$ cat config.mk
export PLATFORM = sky130hd
export DESIGN_NAME = dpc_datapath_config
export DESIGN_NICKNAME = d
export VERILOG_FILES = /design/src/design/dpc_pkg.sv /design/src/design/dpc_datapath_config.sv
export SDC_FILE = /design/constraint.sdc
export NUM_CORES = 1
export LEC_CHECK = 0
export ABC_AREA = 1
export BUFFER_PORTS_ARGS = -buffer_cell sky130_fd_sc_hd__buf_2
export CAP_MARGIN = 25
export CORE_MARGIN = 5
export CORE_UTILIZATION = 48
export DETAILED_ROUTE_END_ITERATION = 10
export HOLD_SLACK_MARGIN = 0.12
export PLACE_DENSITY_LB_ADDON = 0.2
export SKIP_LAST_GASP = 1
export SYNTH_ARGS = -nofsm -noshare
export SYNTH_HDL_FRONTEND = slang
export SYNTH_SLANG_ARGS = --single-unit
$ cat constraint.sdc
create_clock -name sys_clk -period 3.1 [get_ports sys_clk]
set_input_delay 0.465 -clock sys_clk [delete_from_list [all_inputs] [get_ports sys_clk]]
set_output_delay 0.465 -clock sys_clk [all_outputs]
set_load 0.01 [all_outputs]
$ cat src/design/dpc_pkg.sv
// Package: register map, field positions and reset values of the datapath configuration block.
package dpc_pkg;

    // ****************************************
    // Register map
    // ****************************************
    // Printed offsets 0x22 and 0x23 are not multiples of four, so they are indices.
    localparam logic [7:0]  DPC_IDX_DATAPATH   = 8'h22;
    localparam logic [7:0]  DPC_IDX_RX_MODE    = 8'h23;
    localparam logic [7:0]  DPC_IDX_FC_CONTROL = 8'h30;
    localparam logic [31:0] DPC_ADDR_DATAPATH   = {22'h000000, DPC_IDX_DATAPATH, 2'h0};
    localparam logic [31:0] DPC_ADDR_RX_MODE    = {22'h000000, DPC_IDX_RX_MODE, 2'h0};
    localparam logic [31:0] DPC_ADDR_FC_CONTROL = {22'h000000, DPC_IDX_FC_CONTROL, 2'h0};

    // ****************************************
    // Field positions
    // ****************************************
    localparam int DPC_BIT_LOCK      = 7;
    localparam int DPC_BIT_UNFRAMED  = 6;
    localparam int DPC_BIT_POLARITY  = 5;
    localparam int DPC_BIT_AUD_SUPP  = 4;
    localparam int DPC_BIT_FOUR_OVR  = 3;
    localparam int DPC_BIT_VID18     = 2;
    localparam int DPC_BIT_INBAND    = 1;
    localparam int DPC_BIT_FOUR_EN   = 0;
    localparam int DPC_BIT_REPEATER  = 2;
    localparam int DPC_BIT_SURR_OK   = 0;

    // ****************************************
    // Reset values and masks
    // ****************************************
    localparam logic [7:0] DPC_RESET_DATAPATH = 8'h00;
    localparam logic [6:0] DPC_FC_MASK        = 7'h7F;
endpackage

$ cat src/design/dpc_datapath_config.sv
// Datapath configuration register with forward-channel loading and APB access.
//
// Implementation choice: the APB register port.
`timescale 1ns/100ps
`default_nettype none

module dpc_datapath_config (
    // Clock and reset
    input  wire logic        sys_clk,
    input  wire logic        reset_n,
    // APB slave
    input  wire logic        psel,
    input  wire logic        penable,
    input  wire logic        pwrite,
    input  wire logic [31:0] paddr,
    input  wire logic [31:0] pwdata,
    output logic             pready,
    output logic [31:0]      prdata,
    output logic             pslverr,
    // Forward channel from the remote serializer
    input  wire logic        fc_load,
    input  wire logic [6:0]  fc_config,
    // Strapped repeater mode level
    input  wire logic        repeater_strap,
    // Datapath controls
    output logic             unframed_rgb,
    output logic             data_enable_polarity,
    output logic             content_protect_enable,
    output logic             packet_audio_on_rgb,
    output logic             video_18bit,
    output logic             audio_inband,
    output logic             four_channel_audio,
    output logic             surround_unsupported
);
    import dpc_pkg::*;

    // ****************************************
    // Decode functions
    // ****************************************
    // Each control is decoded by one function, so the reset level of an output is the
    // decode of the register's reset value and can never drift away from it.
    function automatic logic dec_unframed(input logic [7:0] cfg);
        return cfg[DPC_BIT_UNFRAMED];
    endfunction

    function automatic logic dec_polarity(input logic [7:0] cfg);
        return cfg[DPC_BIT_POLARITY];
    endfunction

    // Unframed video gives the cipher no framing, so content protection is switched off.
    function automatic logic dec_content_protect(input logic [7:0] cfg);
        return ~cfg[DPC_BIT_UNFRAMED];
    endfunction

    // Packetized audio needs framed video and must not be suppressed.
    function automatic logic dec_packet_audio(input logic [7:0] cfg);
        return ~cfg[DPC_BIT_UNFRAMED] & ~cfg[DPC_BIT_AUD_SUPP];
    endfunction

    function automatic logic dec_video_18bit(input logic [7:0] cfg);
        return cfg[DPC_BIT_VID18];
    endfunction

    function automatic logic dec_inband(input logic [7:0] cfg);
        return cfg[DPC_BIT_INBAND];
    endfunction

    // Without the override the enable bit has no effect and four channels stay off.
    function automatic logic dec_four_channel(input logic [7:0] cfg);
        return cfg[DPC_BIT_FOUR_OVR] & cfg[DPC_BIT_FOUR_EN];
    endfunction

    // Only the repeater case with 18-bit video loses surround audio.
    function automatic logic dec_surround_unsupported(input logic [7:0] cfg, input logic rep);
        return rep & cfg[DPC_BIT_VID18];
    endfunction

    // Full-word compare: an alias in the upper address bits would hide a software bug.
    function automatic logic addr_hit(input logic [31:0] addr, input logic [31:0] reg_addr);
        return addr == reg_addr;
    endfunction

    // Status word of the read-only receiver mode register; unlisted bits read as zero.
    function automatic logic [7:0] dec_rx_status(input logic rep, input logic surround_ok);
        logic [7:0] status;
        status                   = 8'h00;
        status[DPC_BIT_REPEATER] = rep;
        status[DPC_BIT_SURR_OK]  = surround_ok;
        return status;
    endfunction

    // ****************************************
    // Registers
    // ****************************************
    logic [7:0] datapath_configuration;
    logic [2:0] rep_sync;
    logic       repeater_mode;
    logic [7:0] fc_update_count;

    // ****************************************
    // APB decode
    // ****************************************
    wire        apb_access   = psel & penable;
    wire        apb_write    = apb_access & pwrite;
    wire        access_first = apb_access & ~pready;
    wire        hit_dp       = addr_hit(paddr, DPC_ADDR_DATAPATH);
    wire        hit_rx       = addr_hit(paddr, DPC_ADDR_RX_MODE);
    wire        hit_fc       = addr_hit(paddr, DPC_ADDR_FC_CONTROL);
    wire        hit_any      = hit_dp | hit_rx | hit_fc;
    wire        wr_dp        = apb_write & hit_dp;
    wire        wr_fc        = apb_write & hit_fc;
    wire        locked       = datapath_configuration[DPC_BIT_LOCK];
    wire        fc_accept    = fc_load & ~locked;
    wire [7:0]  rx_status    = dec_rx_status(repeater_mode, ~surround_unsupported);
    wire [31:0] rd_mux       = hit_dp ? {24'h000000, datapath_configuration} :
                               hit_rx ? {24'h000000, rx_status} :
                               hit_fc ? {24'h000000, fc_update_count} : 32'h00000000;

    // ****************************************
    // Configuration register
    // ****************************************
    // A forward-channel load in the same cycle as a local write wins on bits 6 to 0,
    // since the serializer is the master copy until software sets the lock.
    // The forward channel carries bits 6 to 0 only; the lock bit belongs to software.
    wire [6:0] fc_low_bits   = fc_config & DPC_FC_MASK;
    wire       next_lock_bit = wr_dp ? pwdata[DPC_BIT_LOCK] : locked;
    wire [7:0] local_value   = wr_dp ? pwdata[7:0] : datapath_configuration;
    wire [7:0] next_datapath_configuration =
        fc_accept ? {next_lock_bit, fc_low_bits} : local_value;

    always_ff @(posedge sys_clk) begin
        if (!reset_n) begin
            datapath_configuration <= DPC_RESET_DATAPATH;
        end else begin
            datapath_configuration <= next_datapath_configuration;
        end
    end

    // ****************************************
    // Repeater strap synchroniser
    // ****************************************
    // Strap passes three flops; repeater mode follows once the last two agree, so a
    // slow or bouncing strap edge cannot toggle the mode on a single sample.
    wire next_repeater_mode = (rep_sync[2] == rep_sync[1]) ? rep_sync[2] : repeater_mode;

    always_ff @(posedge sys_clk) begin
        if (!reset_n) begin
            rep_sync <= 3'h0;
        end else begin
            rep_sync <= {rep_sync[1:0], repeater_strap};
        end
    end

    always_ff @(posedge sys_clk) begin
        if (!reset_n) begin
            repeater_mode <= 1'b0;
        end else begin
            repeater_mode <= next_repeater_mode;
        end
    end

    // ****************************************
    // Forward-channel update counter
    // ****************************************
    // Counts accepted loads only, so software can tell a refused update from a lost one.
    // It wraps; a write of any value clears it, and an accepted load in the same cycle wins.
    wire [7:0] next_fc_update_count = fc_accept ? 8'(fc_update_count + 8'h01) :
                                      wr_fc     ? 8'h00 : fc_update_count;
    always_ff @(posedge sys_clk) begin
        if (!reset_n) begin
            fc_update_count <= 8'h00;
        end else begin
            fc_update_count <= next_fc_update_count;
        end
    end

    // ****************************************
    // APB answer
    // ****************************************
    // One wait state: pready rises the cycle after the access phase starts. Registering
    // the answer costs a cycle per access but keeps the decode off the bus return path.
    wire        next_pready  = access_first;
    wire [31:0] next_prdata  = (access_first & ~pwrite) ? rd_mux : 32'h00000000;
    wire        next_pslverr = access_first & ~hit_any;

    always_ff @(posedge sys_clk) begin
        if (!reset_n) begin
            pready <= 1'b0;
        end else begin
            pready <= next_pready;
        end
    end

    always_ff @(posedge sys_clk) begin
        if (!reset_n) begin
            prdata <= 32'h00000000;
        end else begin
            prdata <= next_prdata;
        end
    end

    always_ff @(posedge sys_clk) begin
        if (!reset_n) begin
            pslverr <= 1'b0;
        end else begin
            pslverr <= next_pslverr;
        end
    end

    // ****************************************
    // Datapath controls
    // ****************************************
    // Every control is a registered decode, one cycle behind the register, so the
    // outputs never glitch while a forward-channel load and a write meet.
    wire next_unframed_rgb           = dec_unframed(datapath_configuration);
    wire next_data_enable_polarity   = dec_polarity(datapath_configuration);
    wire next_content_protect_enable = dec_content_protect(datapath_configuration);
    wire next_packet_audio_on_rgb    = dec_packet_audio(datapath_configuration);
    wire next_video_18bit            = dec_video_18bit(datapath_configuration);
    wire next_audio_inband           = dec_inband(datapath_configuration);
    wire next_four_channel_audio     = dec_four_channel(datapath_configuration);
    wire next_surround_unsupported   =
        dec_surround_unsupported(datapath_configuration, repeater_mode);

    always_ff @(posedge sys_clk) begin
        if (!reset_n) begin
            unframed_rgb <= dec_unframed(DPC_RESET_DATAPATH);
        end else begin
            unframed_rgb <= next_unframed_rgb;
        end
    end

    always_ff @(posedge sys_clk) begin
        if (!reset_n) begin
            data_enable_polarity <= dec_polarity(DPC_RESET_DATAPATH);
        end else begin
            data_enable_polarity <= next_data_enable_polarity;
        end
    end

    always_ff @(posedge sys_clk) begin
        if (!reset_n) begin
            content_protect_enable <= dec_content_protect(DPC_RESET_DATAPATH);
        end else begin
            content_protect_enable <= next_content_protect_enable;
        end
    end

    always_ff @(posedge sys_clk) begin
        if (!reset_n) begin
            packet_audio_on_rgb <= dec_packet_audio(DPC_RESET_DATAPATH);
        end else begin
            packet_audio_on_rgb <= next_packet_audio_on_rgb;
        end
    end

    always_ff @(posedge sys_clk) begin
        if (!reset_n) begin
            video_18bit <= dec_video_18bit(DPC_RESET_DATAPATH);
        end else begin
            video_18bit <= next_video_18bit;
        end
    end

    always_ff @(posedge sys_clk) begin
        if (!reset_n) begin
            audio_inband <= dec_inband(DPC_RESET_DATAPATH);
        end else begin
            audio_inband <= next_audio_inband;
        end
    end

    always_ff @(posedge sys_clk) begin
        if (!reset_n) begin
            four_channel_audio <= dec_four_channel(DPC_RESET_DATAPATH);
        end else begin
            four_channel_audio <= next_four_channel_audio;
        end
    end

    // Repeater mode reads as clear during reset, so the flag starts clear as well.
    always_ff @(posedge sys_clk) begin
        if (!reset_n) begin
            surround_unsupported <= dec_surround_unsupported(DPC_RESET_DATAPATH, 1'b0);
        end else begin
            surround_unsupported <= next_surround_unsupported;
        end
    end
endmodule

`default_nettype wire

==> key figures <==
Min path
  – Hold WC Path Type: input pin to flop

Logic synthesis
  – Netlist cell types: 29
  – Mapped Cells: 314
  – Top-area cell type share of the netlist area: a little over a third
  – Seq cells post-synth: 38
  – Sequential area share after synthesis: about 35%
  – Post-synth EDFFs: 0
  – Area leader, netlist: dfxtp_1
  – Top cells by count, synth: 76 x nand2_1, 43 x inv_1, 38 x dfxtp_1, 35 x nor2_1, 28 x nand3_1
  – Post-synth ARST share: 0%
  – Avg Inst Size Synth: 6.84 um^2
  – Syn Std Cell Area: roughly 2100 um^2
  – Primary FF master, synth: dfxtp_1
  – Yosys warns: 0
  – Count leader, synth: nand2_1
  – Top post-synthesis cells by area: dfxtp_1 35%, nand2_1 13%, buf_4 8.4%

Global route
  – GRT overflow: 0
  – GRT Total Usage: between 10% and 20%
  – Initial antenna violation count: 0
  – First-pass GRT wire length: 7620 um
  – Pin count of the biggest net entering global routing: 32
  – Number of global-route vias before repair: about 1700

Run status
  – Status: finished, final reports clean

Die
  – Die X: 76.9 um
  – Total I/O pin count: 120
  – Core region area: 4350 um^2
  – Row count: 24
  – Die ar.: 5910 um^2
  – Die H: between 70 and 80 um
  – Initial core utilization: about half

Timing
  – Max Freq: 638 MHz
  – Final setup violation count: 0
  – Skew final: between 0.003 and 0.004 ns
  – Worst-Margin Slew: 0.948 ns
  – Hold Vio Cnt, Final: 0
  – Final Critical Period: between 1.5 and 2 ns
  – RSZ-0062 raised after global routing: no
  – Final Slew Violations: 0
  – Fin Setup TNS: 0 ns
  – Worst slew margin: about 37%
  – Period utilization: 50.6%

Drt
  – Via count: between 1500 and 2000
  – Drc violations: 0
  – WL/cell: 10.6 um
  – Detail Route Antenna Nets: 0
  – Drt pass-1 iters: 4
  – DR iter-0 viols: 73
  – Drt via density: between 4 and 5
  – Drt total wl: approximately 4600 um

Clock network
  – Clock transition at path regs: around 0.07 ns
  – # Post-CTS Setup Buffers: 0
  – Max Buffers Root-to-Sink: 2
  – CTS Sinks: 38
  – CTS tree: built
  – H-tree depth: 2
  – Hold Buf Count CTS: 0
  – Root Buffer Master: clkbuf_8
  – Total CTS buffers: 5
  – Clk Latency, worst-skew pair: about 0.29 ns
  – Cts repair resizes: 0

Critical path
  – CP endpoint kind: flop
  – R2R setup slack: 1.53 ns
  – Crit path from: datapath_configuration[7]
  – Worst path most repeated cell: nand2_1
  – Crit-path max cell delay: about 0.69 ns
  – Worst R2R Start: datapath_configuration[7]
  – Crit path to: datapath_configuration[4]
  – CP Cell Sequence: nor2_2 > inv_1 > nand2_1 > nand2_1 > a21oi_1 > nor2_1
  – CP startpoint kind: flop
  – Worst endpoint required time: about 3.3 ns
  – Kind of critical path: flop to flop
  – Worst r2r dst: datapath_configuration[4]
  – Slowest stage cell, crit path: inv_1
  – R2R cell count: 6
  – Arrival @ worst endpoint: 1.79 ns
  – CP max FO: 31

Place
  – Input/output buffers: 71
  – DP Area: 2420 um^2
  – Post-detail-place hpwl: between 3000 and 4000 um
  – GPL Wtd Cong: about 0.77

Cells and area
  – Layout cells sized above 1: 26.4%
  – Nets: about 460
  – Synthesis-to-layout area growth: 19.2%
  – Antenna fix cells: 0
  – Final Cell Area: around 2600 um^2

Power and ir drop
  – Leakage power: 1.35 nW
  – VDD IR max: 296 uV
  – Pwr/cell area: 451 nW/um^2

Run
  – Max Cap Viol: 0
-- where the power goes --
| group | total [mW] | internal, mW | switching, mW |
|---|---|---|---|
| sequential | 0.513 | 0.504 | 0.00865 |
| clock | 0.516 | 0.343 | 0.173 |
| combinational | 0.127 | 0.0516 | 0.0752 |
| total | 1.16 | 0.899 | 0.257 |
-- cell type report --
type / instances / area [um^2]
inverters: 46 / 173
clock inverters: 2 / 60.1
repair buffers: 72 / 363
flip-flops and latches: 38 / 761
fillers: 419 / 1790
well taps: 52 / 65.1
clock buffers: 6 / 82.6
multi-input cells: 222 / 1060
-- registers in the layout (all words and copies together) (netlist names) --
signal	cells
prdata	8
rep_sync	3
four_channel_audio	1
pready	1
surround_unsupported	1
fc_update_count	8
video_18bit	1
unframed_rgb	1
pslverr	1
content_protect_enable	1
datapath_configuration	8
data_enable_polarity	1
packet_audio_on_rgb	1
audio_inband	1
repeater_mode	1
-- how the worst min path moves through the flow --
stage                         from           to  slack, ns  cells past startpoint
finish              repeater_strap  rep_sync[0]       0.36                      3
global route        repeater_strap  rep_sync[0]       0.37                      3
CTS                 repeater_strap  rep_sync[0]       0.35                      3
detailed placement     rep_sync[0]  rep_sync[1]       0.40                      2
global placement       rep_sync[0]  rep_sync[1]       0.39                      2
floorplan              rep_sync[0]  rep_sync[1]       0.39                      2
-- placed cells by master (no fill, tap or decap), types with 2 or more instances in the layout --
cell type / n
nand2_1: 76
buf_2: 71
inv_1: 43
dfxtp_1: 38
nor2_1: 35
nand3_1: 28
a21oi_1: 24
conb_1: 24
clkbuf_8: 6
o21ai_0: 5
nor2_2: 4
nor2_4: 4
nor3_1: 4
inv_2: 3
nand2_2: 3
nand3_2: 3
nand4_1: 3
bufinv_16: 2
-- through the flow --
step / hold slack, ns / setup slack, ns / power (mW) / util [%] / cells
finish: 0.356 / 1.53 / 1.16 / 58.8 / 438
global route: 0.370 / 1.36 / 1.20 / 58.8 / 438
CTS: 0.350 / 1.54 / 1.16 / 58.8 / 438
detailed placement: 0.400 / 1.32 / 0.650 / 55.5 / 430
global placement: 0.393 / 1.34 / 0.648 / 55.5 / 430
floorplan: 0.390 / 1.66 / 0.627 / - / 337
-- per-layer routing --
layer	global-route usage [%]	share of wire, %	vias up
li1	-	-	1062
met1	19.0	44	822
met2	24.6	46	77
met3	6.56	9.0	6
met4	3.67	1.2	0
met5	0	0	-
-- cells by family after synthesis --
family	Yosys count	share of synthesized area, %
simple gates	165	36.7
xor+xnor	1	0.408
buf+inv	77	19.4
flops	38	35.4
compound gates	31	7.34
fa+ha+maj	1	0.582
other cells	1	0.175
-- worst max-delay path: cells and delay by family, from the launching register on --
family / cells / cell delay (ns)
compound gates: 1 / 0.04
simple gates: 4 / 0.39
flops: 1 / 0.38
buf+inv: 1 / 0.69
No activity file was read; power rests on OpenSTA's default activity.
